`config.mk`:
```
export PLATFORM = sky130hd
export DESIGN_NAME = responder_ack_type_control
export DESIGN_NICKNAME = d
export VERILOG_FILES = /design/src/verilog/rsp_type_pkg.sv /design/src/verilog/rsp_queue_mem.sv /design/src/verilog/responder_ack_type_control.sv
export SDC_FILE = /design/constraint.sdc
export NUM_CORES = 1
export LEC_CHECK = 0
export BUFFER_PORTS_ARGS = -buffer_cell sky130_fd_sc_hd__buf_2
export CAP_MARGIN = 20
export CORE_MARGIN = 5
export CORE_UTILIZATION = 45
export CTS_CLUSTER_DIAMETER = 50
export DETAILED_ROUTE_END_ITERATION = 7
export HOLD_SLACK_MARGIN = 0.12
export PLACE_DENSITY_LB_ADDON = 0.2
export SLEW_MARGIN = 20
export SYNTH_ARGS = -nofsm -noshare
export SYNTH_HDL_FRONTEND = slang
export SYNTH_SLANG_ARGS = --single-unit
export TNS_END_PERCENT = 20
```
`constraint.sdc`:
```
create_clock -name i_sys_clk -period 5.3 [get_ports i_sys_clk]
set_input_delay 0.265 -clock i_sys_clk [delete_from_list [all_inputs] [get_ports i_sys_clk]]
set_output_delay 0.265 -clock i_sys_clk [all_outputs]
set_load 0.02 [all_outputs]
```
`src/verilog/rsp_type_pkg.sv`:
```
package rsp_type_pkg;

    // ************************************************************
    // command classes seen by the block
    // ************************************************************
    typedef enum logic [1:0] {
        CC_GET,
        CC_SET,
        CC_DISC,
        CC_NONE
    } cmd_class_t;

    // ************************************************************
    // field layout and fixed values
    // ************************************************************
    localparam int PID_W = 16;
    localparam int SUBDEV_W = 16;
    localparam int PDL_W = 8;
    localparam int CODE_W = 8;
    localparam int MSGCNT_W = 8;
    localparam int BLK_W = 8;
    localparam logic [PDL_W-1:0] PDL_TWO = 8'h02;
    localparam logic [PDL_W-1:0] PDL_NONE = 8'h00;
    localparam logic [MSGCNT_W-1:0] MSGCNT_RST = 8'h00;
    localparam logic [MSGCNT_W-1:0] MSGCNT_MAX = 8'hff;
    localparam logic [BLK_W-1:0] BLK_RST = 8'h00;
    localparam logic [PID_W-1:0] PID_RST = 16'h0000;
    localparam logic [15:0] WORD_RST = 16'h0000;

    // estimate unit: one count is 100 ms
    localparam int EST_UNIT_MS = 100;
    localparam int CLK_MHZ = 20;
    localparam int EST_UNIT_CYC = EST_UNIT_MS * 1000 * CLK_MHZ;

    // ************************************************************
    // carriers
    // ************************************************************
    typedef struct packed {
        cmd_class_t cls;
        logic broadcast;
        logic [SUBDEV_W-1:0] subdev;
        logic [PID_W-1:0] pid;
    } cmd_t;

    typedef struct packed {
        cmd_class_t cls;
        logic [CODE_W-1:0] rtype;
        logic [MSGCNT_W-1:0] msg_count;
        logic [SUBDEV_W-1:0] subdev;
        logic [PID_W-1:0] pid;
        logic [PDL_W-1:0] pdl;
        logic [15:0] word;
        logic [BLK_W-1:0] block;
        logic from_queue;
    } rsp_t;

    typedef struct packed {
        cmd_class_t cls;
        logic [SUBDEV_W-1:0] subdev;
        logic [PID_W-1:0] pid;
    } qent_t;

endpackage

```
`src/verilog/rsp_queue_mem.sv`:
```
`timescale 1ns/1ns
module rsp_queue_mem
    import rsp_type_pkg::*;
#(
    parameter int DEPTH = 8,
    parameter int AW = 3
) (
    input wire logic i_sys_clk,
    input wire logic i_we,
    input wire logic [AW-1:0] i_waddr,
    input wire qent_t i_wdata,
    input wire logic [AW-1:0] i_raddr,
    output qent_t o_rdata
);

    qent_t mem [DEPTH];

    // no reset: contents only matter once written
    always_ff @(posedge i_sys_clk) begin
        if (i_we) begin
            mem[i_waddr] <= i_wdata;
        end
        o_rdata <= mem[i_raddr];
    end

endmodule

```
`src/verilog/responder_ack_type_control.sv`:
```
`timescale 1ns/1ns
module responder_ack_type_control
    import rsp_type_pkg::*;
#(
    parameter logic [CODE_W-1:0] CODE_ACK = 8'h00,
    parameter logic [CODE_W-1:0] CODE_ACK_TIMER = 8'h01,
    parameter logic [CODE_W-1:0] CODE_NACK = 8'h02,
    parameter logic [CODE_W-1:0] CODE_ACK_OVF = 8'h03,
    parameter logic [PID_W-1:0] PID_QUEUED = 16'h0020,
    parameter int QDEPTH = 8,
    parameter int QAW = 3,
    parameter int EST_CYC = EST_UNIT_CYC
) (
    input wire logic i_sys_clk,
    input wire logic i_reset_n,
    input wire logic i_cmd_valid,
    input wire cmd_t i_cmd,
    input wire logic i_nack,
    input wire logic [15:0] i_nack_code,
    input wire logic i_defer,
    input wire logic [15:0] i_est_ticks,
    input wire logic i_ovf_more,
    input wire logic i_deferred_ready,
    input wire qent_t i_deferred,
    output logic o_rsp_valid,
    output rsp_t o_rsp,
    output logic [MSGCNT_W-1:0] o_msg_count,
    output logic o_queue_full,
    output logic o_est_tick
);

    // ************************************************************
    // reset release
    // ************************************************************
    logic rst_meta_r;
    logic rst_n_r;

    always_ff @(posedge i_sys_clk or negedge i_reset_n) begin
        if (!i_reset_n) begin
            rst_meta_r <= 1'b0;
            rst_n_r <= 1'b0;
        end else begin
            rst_meta_r <= 1'b1;
            rst_n_r <= rst_meta_r;
        end
    end

    // ************************************************************
    // decode
    // ************************************************************
    typedef enum logic [1:0] {ST_IDLE, ST_QREAD, ST_QSEND} state_t;
    state_t state_r;
    state_t state_nxt;

    logic ovf_active_r;
    logic [PID_W-1:0] ovf_pid_r;
    logic [BLK_W-1:0] ovf_blk_r;
    logic [QAW:0] q_cnt_r;
    logic [QAW-1:0] q_wp_r;
    logic [QAW-1:0] q_rp_r;
    logic [MSGCNT_W-1:0] msg_cnt_r;
    logic [31:0] est_cnt_r;
    qent_t q_rdata;
    rsp_t rsp_r;
    rsp_t rsp_nxt;
    logic rsp_vld_r;
    logic q_full_r;
    logic tick_r;

    function automatic logic is_getset(input cmd_class_t c);
        return (c == CC_GET) || (c == CC_SET);
    endfunction

    wire logic answerable = i_cmd_valid && !i_cmd.broadcast
        && (is_getset(i_cmd.cls) || i_cmd.cls == CC_DISC);
    wire logic take = answerable && state_r == ST_IDLE;
    wire logic is_qget = i_cmd.cls == CC_GET && i_cmd.pid == PID_QUEUED;
    wire logic q_empty = q_cnt_r == '0;
    wire logic q_full = q_cnt_r == (QAW+1)'(QDEPTH);
    wire logic q_pop = take && is_qget && !q_empty;
    // read address holds until the entry is latched, so advance on send
    wire logic q_adv = state_r == ST_QSEND;
    wire logic q_push = i_deferred_ready && !q_full;
    // a different pid drops the overflow transfer
    wire logic ovf_abort = take && ovf_active_r && i_cmd.pid != ovf_pid_r;
    wire logic ovf_same = ovf_active_r && i_cmd.pid == ovf_pid_r;
    wire logic [BLK_W-1:0] blk_now = ovf_same ? ovf_blk_r : BLK_RST;
    wire logic ovf_go = take && i_cmd.cls == CC_GET && !is_qget
        && !i_nack && !i_defer && i_ovf_more;
    wire logic ovf_done = take && ovf_same && i_cmd.cls == CC_GET
        && !i_ovf_more;
    wire logic est_wrap = est_cnt_r == 32'(EST_CYC - 1);
    wire logic [MSGCNT_W-1:0] cnt_next =
        (q_push && msg_cnt_r != MSGCNT_MAX) ? msg_cnt_r + 1'b1 : msg_cnt_r;

    // ************************************************************
    // queued message store
    // ************************************************************
    // only deferred replies land here, never overflow blocks
    rsp_queue_mem #(.DEPTH(QDEPTH), .AW(QAW)) u_mem (
        .i_sys_clk(i_sys_clk),
        .i_we(q_push),
        .i_waddr(q_wp_r),
        .i_wdata(i_deferred),
        .i_raddr(q_rp_r),
        .o_rdata(q_rdata)
    );

    // ************************************************************
    // response select
    // ************************************************************
    always_comb begin
        state_nxt = state_r;
        rsp_nxt = rsp_r;
        unique case (state_r)
            ST_IDLE: begin
                if (q_pop) begin
                    state_nxt = ST_QREAD;
                end else if (take) begin
                    rsp_nxt.cls = i_cmd.cls;
                    rsp_nxt.msg_count = cnt_next;
                    rsp_nxt.subdev = i_cmd.subdev;
                    rsp_nxt.pid = i_cmd.pid;
                    rsp_nxt.pdl = PDL_NONE;
                    rsp_nxt.word = WORD_RST;
                    rsp_nxt.block = BLK_RST;
                    rsp_nxt.from_queue = 1'b0;
                    if (i_cmd.cls == CC_DISC) begin
                        rsp_nxt.rtype = CODE_ACK;
                    end else if (i_nack) begin
                        rsp_nxt.rtype = CODE_NACK;
                        rsp_nxt.pdl = PDL_TWO;
                        rsp_nxt.word = i_nack_code;
                    end else if (i_defer) begin
                        rsp_nxt.rtype = CODE_ACK_TIMER;
                        rsp_nxt.pdl = PDL_TWO;
                        rsp_nxt.word = i_est_ticks;
                    end else if (i_ovf_more && i_cmd.cls == CC_GET
                                 && !is_qget) begin
                        rsp_nxt.rtype = CODE_ACK_OVF;
                        rsp_nxt.block = blk_now;
                    end else begin
                        // plain ack, also last overflow block
                        rsp_nxt.rtype = CODE_ACK;
                        rsp_nxt.block = ovf_same ? ovf_blk_r : BLK_RST;
                    end
                end
            end
            ST_QREAD: state_nxt = ST_QSEND;
            ST_QSEND: begin
                // stored reply goes out as ack
                rsp_nxt.cls = q_rdata.cls;
                rsp_nxt.rtype = CODE_ACK;
                rsp_nxt.msg_count = cnt_next;
                rsp_nxt.subdev = q_rdata.subdev;
                rsp_nxt.pid = q_rdata.pid;
                rsp_nxt.pdl = PDL_NONE;
                rsp_nxt.word = WORD_RST;
                rsp_nxt.block = BLK_RST;
                rsp_nxt.from_queue = 1'b1;
                state_nxt = ST_IDLE;
            end
        endcase
    end

    // ************************************************************
    // state
    // ************************************************************
    always_ff @(posedge i_sys_clk or negedge rst_n_r) begin
        if (!rst_n_r) begin
            state_r <= ST_IDLE;
            rsp_r <= '0;
            rsp_vld_r <= 1'b0;
        end else begin
            state_r <= state_nxt;
            rsp_r <= rsp_nxt;
            // each reply pulse has its type set
            rsp_vld_r <= (take && !q_pop) || state_r == ST_QSEND;
        end
    end

    // overflow block tracking; abort restarts at block zero
    always_ff @(posedge i_sys_clk or negedge rst_n_r) begin
        if (!rst_n_r) begin
            ovf_active_r <= 1'b0;
            ovf_pid_r <= PID_RST;
            ovf_blk_r <= BLK_RST;
        end else if (ovf_go) begin
            ovf_active_r <= 1'b1;
            ovf_pid_r <= i_cmd.pid;
            ovf_blk_r <= blk_now + 1'b1;
        end else if (ovf_abort || ovf_done) begin
            ovf_active_r <= 1'b0;
            ovf_blk_r <= BLK_RST;
        end
    end

    always_ff @(posedge i_sys_clk or negedge rst_n_r) begin
        if (!rst_n_r) begin
            q_wp_r <= '0;
            q_rp_r <= '0;
            q_cnt_r <= '0;
            q_full_r <= 1'b0;
        end else begin
            if (q_push) begin
                q_wp_r <= q_wp_r + 1'b1;
            end
            if (q_adv) begin
                q_rp_r <= q_rp_r + 1'b1;
            end
            q_cnt_r <= q_cnt_r + (QAW+1)'(q_push) - (QAW+1)'(q_adv);
            q_full_r <= q_cnt_r + (QAW+1)'(q_push) - (QAW+1)'(q_adv)
                == (QAW+1)'(QDEPTH);
        end
    end

    // count rises on queue entry, saturates
    always_ff @(posedge i_sys_clk or negedge rst_n_r) begin
        if (!rst_n_r) begin
            msg_cnt_r <= MSGCNT_RST;
        end else begin
            msg_cnt_r <= cnt_next;
        end
    end

    // 100 ms tick helps callers count down estimates
    always_ff @(posedge i_sys_clk or negedge rst_n_r) begin
        if (!rst_n_r) begin
            est_cnt_r <= '0;
            tick_r <= 1'b0;
        end else begin
            est_cnt_r <= est_wrap ? '0 : est_cnt_r + 1'b1;
            tick_r <= est_wrap;
        end
    end

    assign o_rsp_valid = rsp_vld_r;
    assign o_rsp = rsp_r;
    assign o_msg_count = msg_cnt_r;
    assign o_queue_full = q_full_r;
    assign o_est_tick = tick_r;

    // ************************************************************
    // checks
    // ************************************************************
    // discovery reply is ack
    disc_ack_a: assert property (@(posedge i_sys_clk) disable iff (!rst_n_r)
        o_rsp_valid && o_rsp.cls == CC_DISC |-> o_rsp.rtype == CODE_ACK)
        else $error("discovery reply not ack");
    bcast_quiet_a: assert property (@(posedge i_sys_clk)
        disable iff (!rst_n_r)
        i_cmd_valid && i_cmd.broadcast && state_r == ST_IDLE
        |=> !o_rsp_valid)
        else $error("broadcast answered");
    timer_len_a: assert property (@(posedge i_sys_clk) disable iff (!rst_n_r)
        o_rsp_valid && o_rsp.rtype == CODE_ACK_TIMER && !o_rsp.from_queue
        |-> o_rsp.pdl == PDL_TWO)
        else $error("timer length wrong");
    nack_fmt_a: assert property (@(posedge i_sys_clk) disable iff (!rst_n_r)
        take && !q_pop && is_getset(i_cmd.cls) && i_nack
        |=> o_rsp_valid && o_rsp.word == $past(i_nack_code)
            && o_rsp.pid == $past(i_cmd.pid) && o_rsp.pdl == PDL_TWO)
        else $error("nack format wrong");
    cnt_push_a: assert property (@(posedge i_sys_clk) disable iff (!rst_n_r)
        q_push && msg_cnt_r != MSGCNT_MAX |=> msg_cnt_r == $past(msg_cnt_r) + 1)
        else $error("message count not incremented");
    ovf_abort_a: assert property (@(posedge i_sys_clk) disable iff (!rst_n_r)
        ovf_abort && !ovf_go |=> !ovf_active_r && ovf_blk_r == BLK_RST)
        else $error("overflow not aborted");
    ovf_step_a: assert property (@(posedge i_sys_clk) disable iff (!rst_n_r)
        ovf_go && ovf_same |=> ovf_blk_r == $past(ovf_blk_r) + 1)
        else $error("overflow block not advanced");
    // queued get answered three cycles after the pop
    qget_ans_a: assert property (@(posedge i_sys_clk) disable iff (!rst_n_r)
        q_pop |=> !o_rsp_valid ##2 o_rsp_valid && o_rsp.from_queue)
        else $error("queued reply missing");

endmodule

```
; ---- After elaboration in Yosys (flattened, before gate mapping)
; Memory sizes are Yosys's and may differ from the RTL's. A register that Yosys moved wholly into a read port is not among the register bits.
; Index checks and enable logic that the tools add are counted.
[totals]
ff_bits = 165
ramBits = 272
out_inout_bits = 94
memories = 1
word_cells = 108
[classes]
eq_ne = 14
n_reduce_logical = 40
addsub = 7
mux = 23
[mem_list]
columns = name, words, word_bits, rd, rd_ports_with_merged_regs, write_ports, line
row1 = u_mem.mem, 8, 34, 1, 1, 1, rsp_queue_mem.sv:16  ; qent_t mem [DEPTH];
[ops]
columns = op, count
row1 = 83-bit 2-to-1 mux, 2
row2 = 83-bit case mux with 2 select lines, 1
row3 = 8-bit 2-to-1 mux, 9
row4 = 32-bit 2-to-1 mux, 2
row5 = "32-bit by 1-bit adder with 32-bit output, second input constant", 1
row6 = "32-bit by 21-bit == test with 1-bit output, second input constant", 1
row7 = 24-bit 2-to-1 mux, 1
row8 = 1-bit logical AND, 22
row9 = 18-bit 2-to-1 mux, 1
row10 = "8-bit by 1-bit adder with 8-bit output, second input constant", 2
row11 = 16-bit == test, 1
row12 = "16-bit by 6-bit == test with 1-bit output, second input constant", 1
row13 = 16-bit != test, 1
row14 = "4-bit == test, second input constant", 2
row15 = 1-bit logical NOT, 8
row16 = "8-bit != test, second input constant", 1
row17 = "3-bit by 1-bit adder with 3-bit output, second input constant", 2
row18 = "2-bit != test, second input constant", 3
row19 = 2-bit case mux with 3 select lines, 1
row20 = 4-bit by 1-bit adder with 4-bit output, 1
row21 = "2-bit by 1-bit == test with 1-bit output, second input constant", 2
row22 = "2-bit == test, second input constant", 2
row23 = 2-bit logical NOT, 2
row24 = 4-bit logical NOT, 1
row25 = other kinds (6), 14

; ---- Longest topological paths before layout
[depth]
word_depth = 11
mapped_depth = 13
ltp_nobuf = 12

; ---- By module
; A second synthesis with hierarchy kept.
[hier_totals]
hier_cells = 1086
hier_area_um2 = 18143.7
[modules_own_cells]
columns = mod, area_each_um2, n_inst, seq_area_each_um2, cells_per_inst
row1 = rsp_queue_mem, 11083.1, 1, 8848.5, 441
row2 = responder_ack_type_control, 7060.5, 1, 3803.6, 645

; ---- Least setup slack after synthesis
; No wires, ideal clock.
[synth_timing]
path_type = register to register
from = register q_cnt_r[2]
to = memory u_mem.mem[0][0] (netlist bit), enable pin
stages_incl_launch_ff = 8
period_less_slack_ns = 4.850
slack_ns = 0.450
t_arrival_ns = 4.340
setup_ns = 0.510
required_time_ns = 4.790
cell_sequence = dfrtp_1 -> inv_1 -> ha_1 -> or3b_1 -> and2_1 -> inv_2 -> buf_2 -> nor4_1
[synth_via]
elab_chain_len = 5
[synth_lines]
columns = element, line
row1 = "start, declared", responder_ack_type_control.sv:58  ; logic [QAW:0] q_cnt_r;
row2 = "start signal, assigned", responder_ack_type_control.sv:211  ; q_cnt_r <= q_cnt_r + (QAW+1)'(q_push) - (QAW+1)'(q_adv);
row3 = 4-bit == test, responder_ack_type_control.sv:79  ; wire logic q_full = q_cnt_r == (QAW+1)'(QDEPTH);
row4 = 1-bit logical NOT, responder_ack_type_control.sv:83  ; wire logic q_push = i_deferred_ready && !q_full;
row5 = 1-bit logical AND, responder_ack_type_control.sv:83
row6 = 1-bit 2-to-1 mux, rsp_queue_mem.sv:20  ; if (i_we) begin
row7 = 1-bit 2-to-1 mux (implied by the code), rsp_queue_mem.sv:21  ; mem[i_waddr] <= i_wdata;
row8 = "end, declared", rsp_queue_mem.sv:16
; No other way between the ends.

; ---- Final worst setup path
[layout_timing]
from = register q_cnt_r[2]
to = register q_full_r (netlist: o_queue_full)
[layout_via]
elab_chain_len = 6
[layout_lines]
columns = element, line
row1 = 4-bit == test, responder_ack_type_control.sv:79
row2 = 1-bit logical NOT, responder_ack_type_control.sv:83
row3 = 1-bit logical AND, responder_ack_type_control.sv:83
row4 = 4-bit by 1-bit adder with 4-bit output (*), responder_ack_type_control.sv:212  ; q_full_r <= q_cnt_r + (QAW+1)'(q_push) - (QAW+1)'(q_adv)
row5 = 4-bit by 1-bit subtractor with 4-bit output (*), responder_ack_type_control.sv:212
row6 = 4-bit == test (*), responder_ack_type_control.sv:213  ; == (QAW+1)'(QDEPTH);
row7 = "end signal, assigned", responder_ack_type_control.sv:212
row8 = "end, declared", responder_ack_type_control.sv:67  ; logic q_full_r;
; Mark *: on every way between the ends. The rest lies on a longest branch, timed or not.
; A chain may end at the register's enable or synchronous reset.

==> impl_metrics.toml <==
[yosys]
yosysTopAreaCell = "edfxtp_1"
yosysWarnings = 0
syn_area_per_cell_um2 = 17.9
ys_seq_area_frac = 0.686
synthDistinctLibCells = 58
synth_ff_type = "edfxtp_1"
synth_edf_count = 272
synth_top_area_frac = 0.443
synth_area_leaders = "edfxtp_1, dfrtp_1, mux4_2"
synth-seq-cells = 458
async_flop_share = 0.332
netlist_area_mm2 = 0.0184
syn_inst = 1032

[placement]
portBuffers = 188
pre_cts_slack_ns = 2.47
dpl.hpwl_um = 22700
gp_congestion = 0.726

[grt]
antenna_found_initial = 4
grt_usage = 0.172
grt_pass1_wl_um = 60400
grt_pass1_vias = 10500
overflow = 0
grt_start_max_net_pins = 85

[timing]
min_period_ns = 2.82
hold_violations = 0
worstMarginPinSlew_ns = 1.11
whs_ns = 0.149
final-max-slew-violation-count = 0
setup_slack_ns = 2.48
setup_viol = 0
finalCritPeriodShare = 0.531
clock-skew-final_ns = 0.0150
fmax_mhz = 355
rsz0062_at_grt = "false"
tns_ns = 0
max-slew-margin-rel = 0.259

[run_status]
status = "complete, no violations"

[pwr]
power.density_mw_per_mm2 = 515
swShare = 0.296
peakVddDrop_mv = 0.319
pwr-share-comb = 0.271
p_clk_frac = 0.289
p_sw_uw = 3440
leakagePower_uw = 0.00886
seqPwrFrac = 0.440
intPower_uw = 8210

[die]
ios = 202
dieArea_mm2 = 0.0451
core.rowCount = 74
dieWidth_um = 212
coreArea_mm2 = 0.0407
start_util = 0.453
die_h_um = 212

[detailed_routing]
post_drt_wl_per_cell_um = 20.2
vias = 9940
drtIter0Drc = 633
route.detailed.drc = 0
avgViaCountPerCell = 5.17
first_pass_iters = 4
final_antenna_net_count = 0
drt_wl_total_um = 39000

[layout]
fin_nets = 1470
drive_above_1_share = 0.366
final_common_cell = "edfxtp_1"
area_delta_synth_final_pct = 22.7
multi_input_area_mm2 = 0.00548
final_cell_mix = "edfxtp_1, buf_2, dfrtp_1"
fillers = 3185
ff_latch_area_mm2 = 0.0127

[setup_path]
critical_path_peak_fanout = 11
start_kind = "register"
critPathCaptureType = "register"
worstPathArrival_ns = 3.27
critPathKind = "register to register"
cp.required_ns = 5.76

[flow_run]
drv_cap = 0

[min_path]
min_path_type = "input port to register"

[clock_tree]
clock_path_buffers = 3
cts.htree.levels = 2
cts_sinks = 458
cts_buffers = 50
clk_latency_ns = 0.58
root_buffer = "clkbuf_16"
tritoncts = "built"
path_clk_slew_ns = 0.06
cts_resized = 0
==> path summary, 6_finish.rpt <==
kind,start,end,slack (ns),cells after the start
setup / recovery,q_cnt_r[2],o_queue_full,2.48,12
hold / removal,i_deferred_ready,o_msg_count[2],0.15,3
min in group asynchronous,rst_n_r,o_rsp[70],0.26,0
hold reg to reg,rst_n_r,o_rsp[70],0.26,0
setup reg to reg,q_cnt_r[2],o_queue_full,2.48,12
max in group asynchronous,rst_n_r,ovf_blk_r[5],4.23,1
==> Yosys cell counts (all sizes together) (10+ instances only) <==
| library cell | instances |
|---|---|
| edfxtp | 272 |
| nor2 | 24 |
| o2bb2ai | 18 |
| xnor2 | 23 |
| nand3 | 20 |
| mux4 | 68 |
| xor2 | 36 |
| nand4 | 13 |
| a22oi | 16 |
| dfrtp | 152 |
| clkbuf | 16 |
| a21o | 10 |
| dfxtp | 34 |
| mux2 | 127 |
| ha | 13 |
| nand2 | 32 |
| nor4 | 13 |
| nor3 | 14 |
| buf | 40 |
| inv | 13 |
==> logic make-up after synthesis <==
kind of cell    Yosys count  share of synthesized area
xor+xnor                 59                     0.0280
buf+inv                  69                     0.0223
compound gates           78                     0.0345
flops                   458                      0.686
fa+ha+maj                14                    0.00990
other cells               2                   0.000407
simple gates            157                     0.0505
mux                     195                      0.169
==> metrics by stage <==
stage                util  cell area [um^2]  cells  power, uW
finish              0.556             22600   1924      11700
global route        0.556             22600   1924      12300
floorplan               -             18500   1044       7380
CTS                 0.554             22600   1920      11800
detailed placement  0.489             19900   1723       8310
global placement    0.489             19900   1723       8270
==> metal layers <==
metal,GRT usage,wire [um],vias to the layer above
met5,0,21,-
met4,0.0435,615,4
met3,0.0314,2110,52
met2,0.282,18500,234
met1,0.243,17700,5035
li1,-,-,4615
==> flip-flops by register name, summed over array words and instances (netlist names), 2 cells and up <==
signal         flops
u_mem.mem        272
ovf_blk_r          8
est_cnt_r         32
q_cnt_r            4
q_rp_r             3
o_rsp             70
state_r            2
ovf_pid_r         16
o_msg_count        8
q_wp_r             3
u_mem.o_rdata     34
==> power groups by stage <==
stage          clock (uW)  sequential, uW  combinational [uW]
2_1_floorplan           0            5230                2150
3_3_place_gp            0            5260                3010
3_5_place_dp            0            5270                3040
4_1_cts              3470            5220                3120
5_1_grt              3630            5220                3420
6_report             3370            5120                3160
==> critical path, stage by stage, from the launching register on <==
cell     delay (ns)
dfrtp_1        0.36
inv_1          0.09
ha_1           0.14
or3b_1         0.37
and2_1         0.22
inv_2          0.20
ha_1           0.19
inv_1          0.06
ha_1           0.27
a21o_1         0.16
a21oi_1        0.17
xor2_1         0.19
nor4b_1        0.28
==> layout make-up <==
| cell class | count | share of cell area |
|---|---|---|
| flip-flops and latches | 458 | 0.559 |
| multi-input cells | 517 | 0.242 |
| repair buffers | 308 | 0.0951 |
| clock buffers | 71 | 0.0615 |
| well taps | 532 | 0.0294 |
| clock inverters | 23 | 0.0102 |
| inverters | 13 | 0.00216 |
| diodes | 2 | 0.000221 |
==> repair_timing <==
item	4_1_cts	5_1_grt
hold buffers	103	0
endpoints found under the setup margin	0	0
endpoints found under the hold margin	327	0
buffers inserted	0	0
Power figures use the tool's default switching activity.
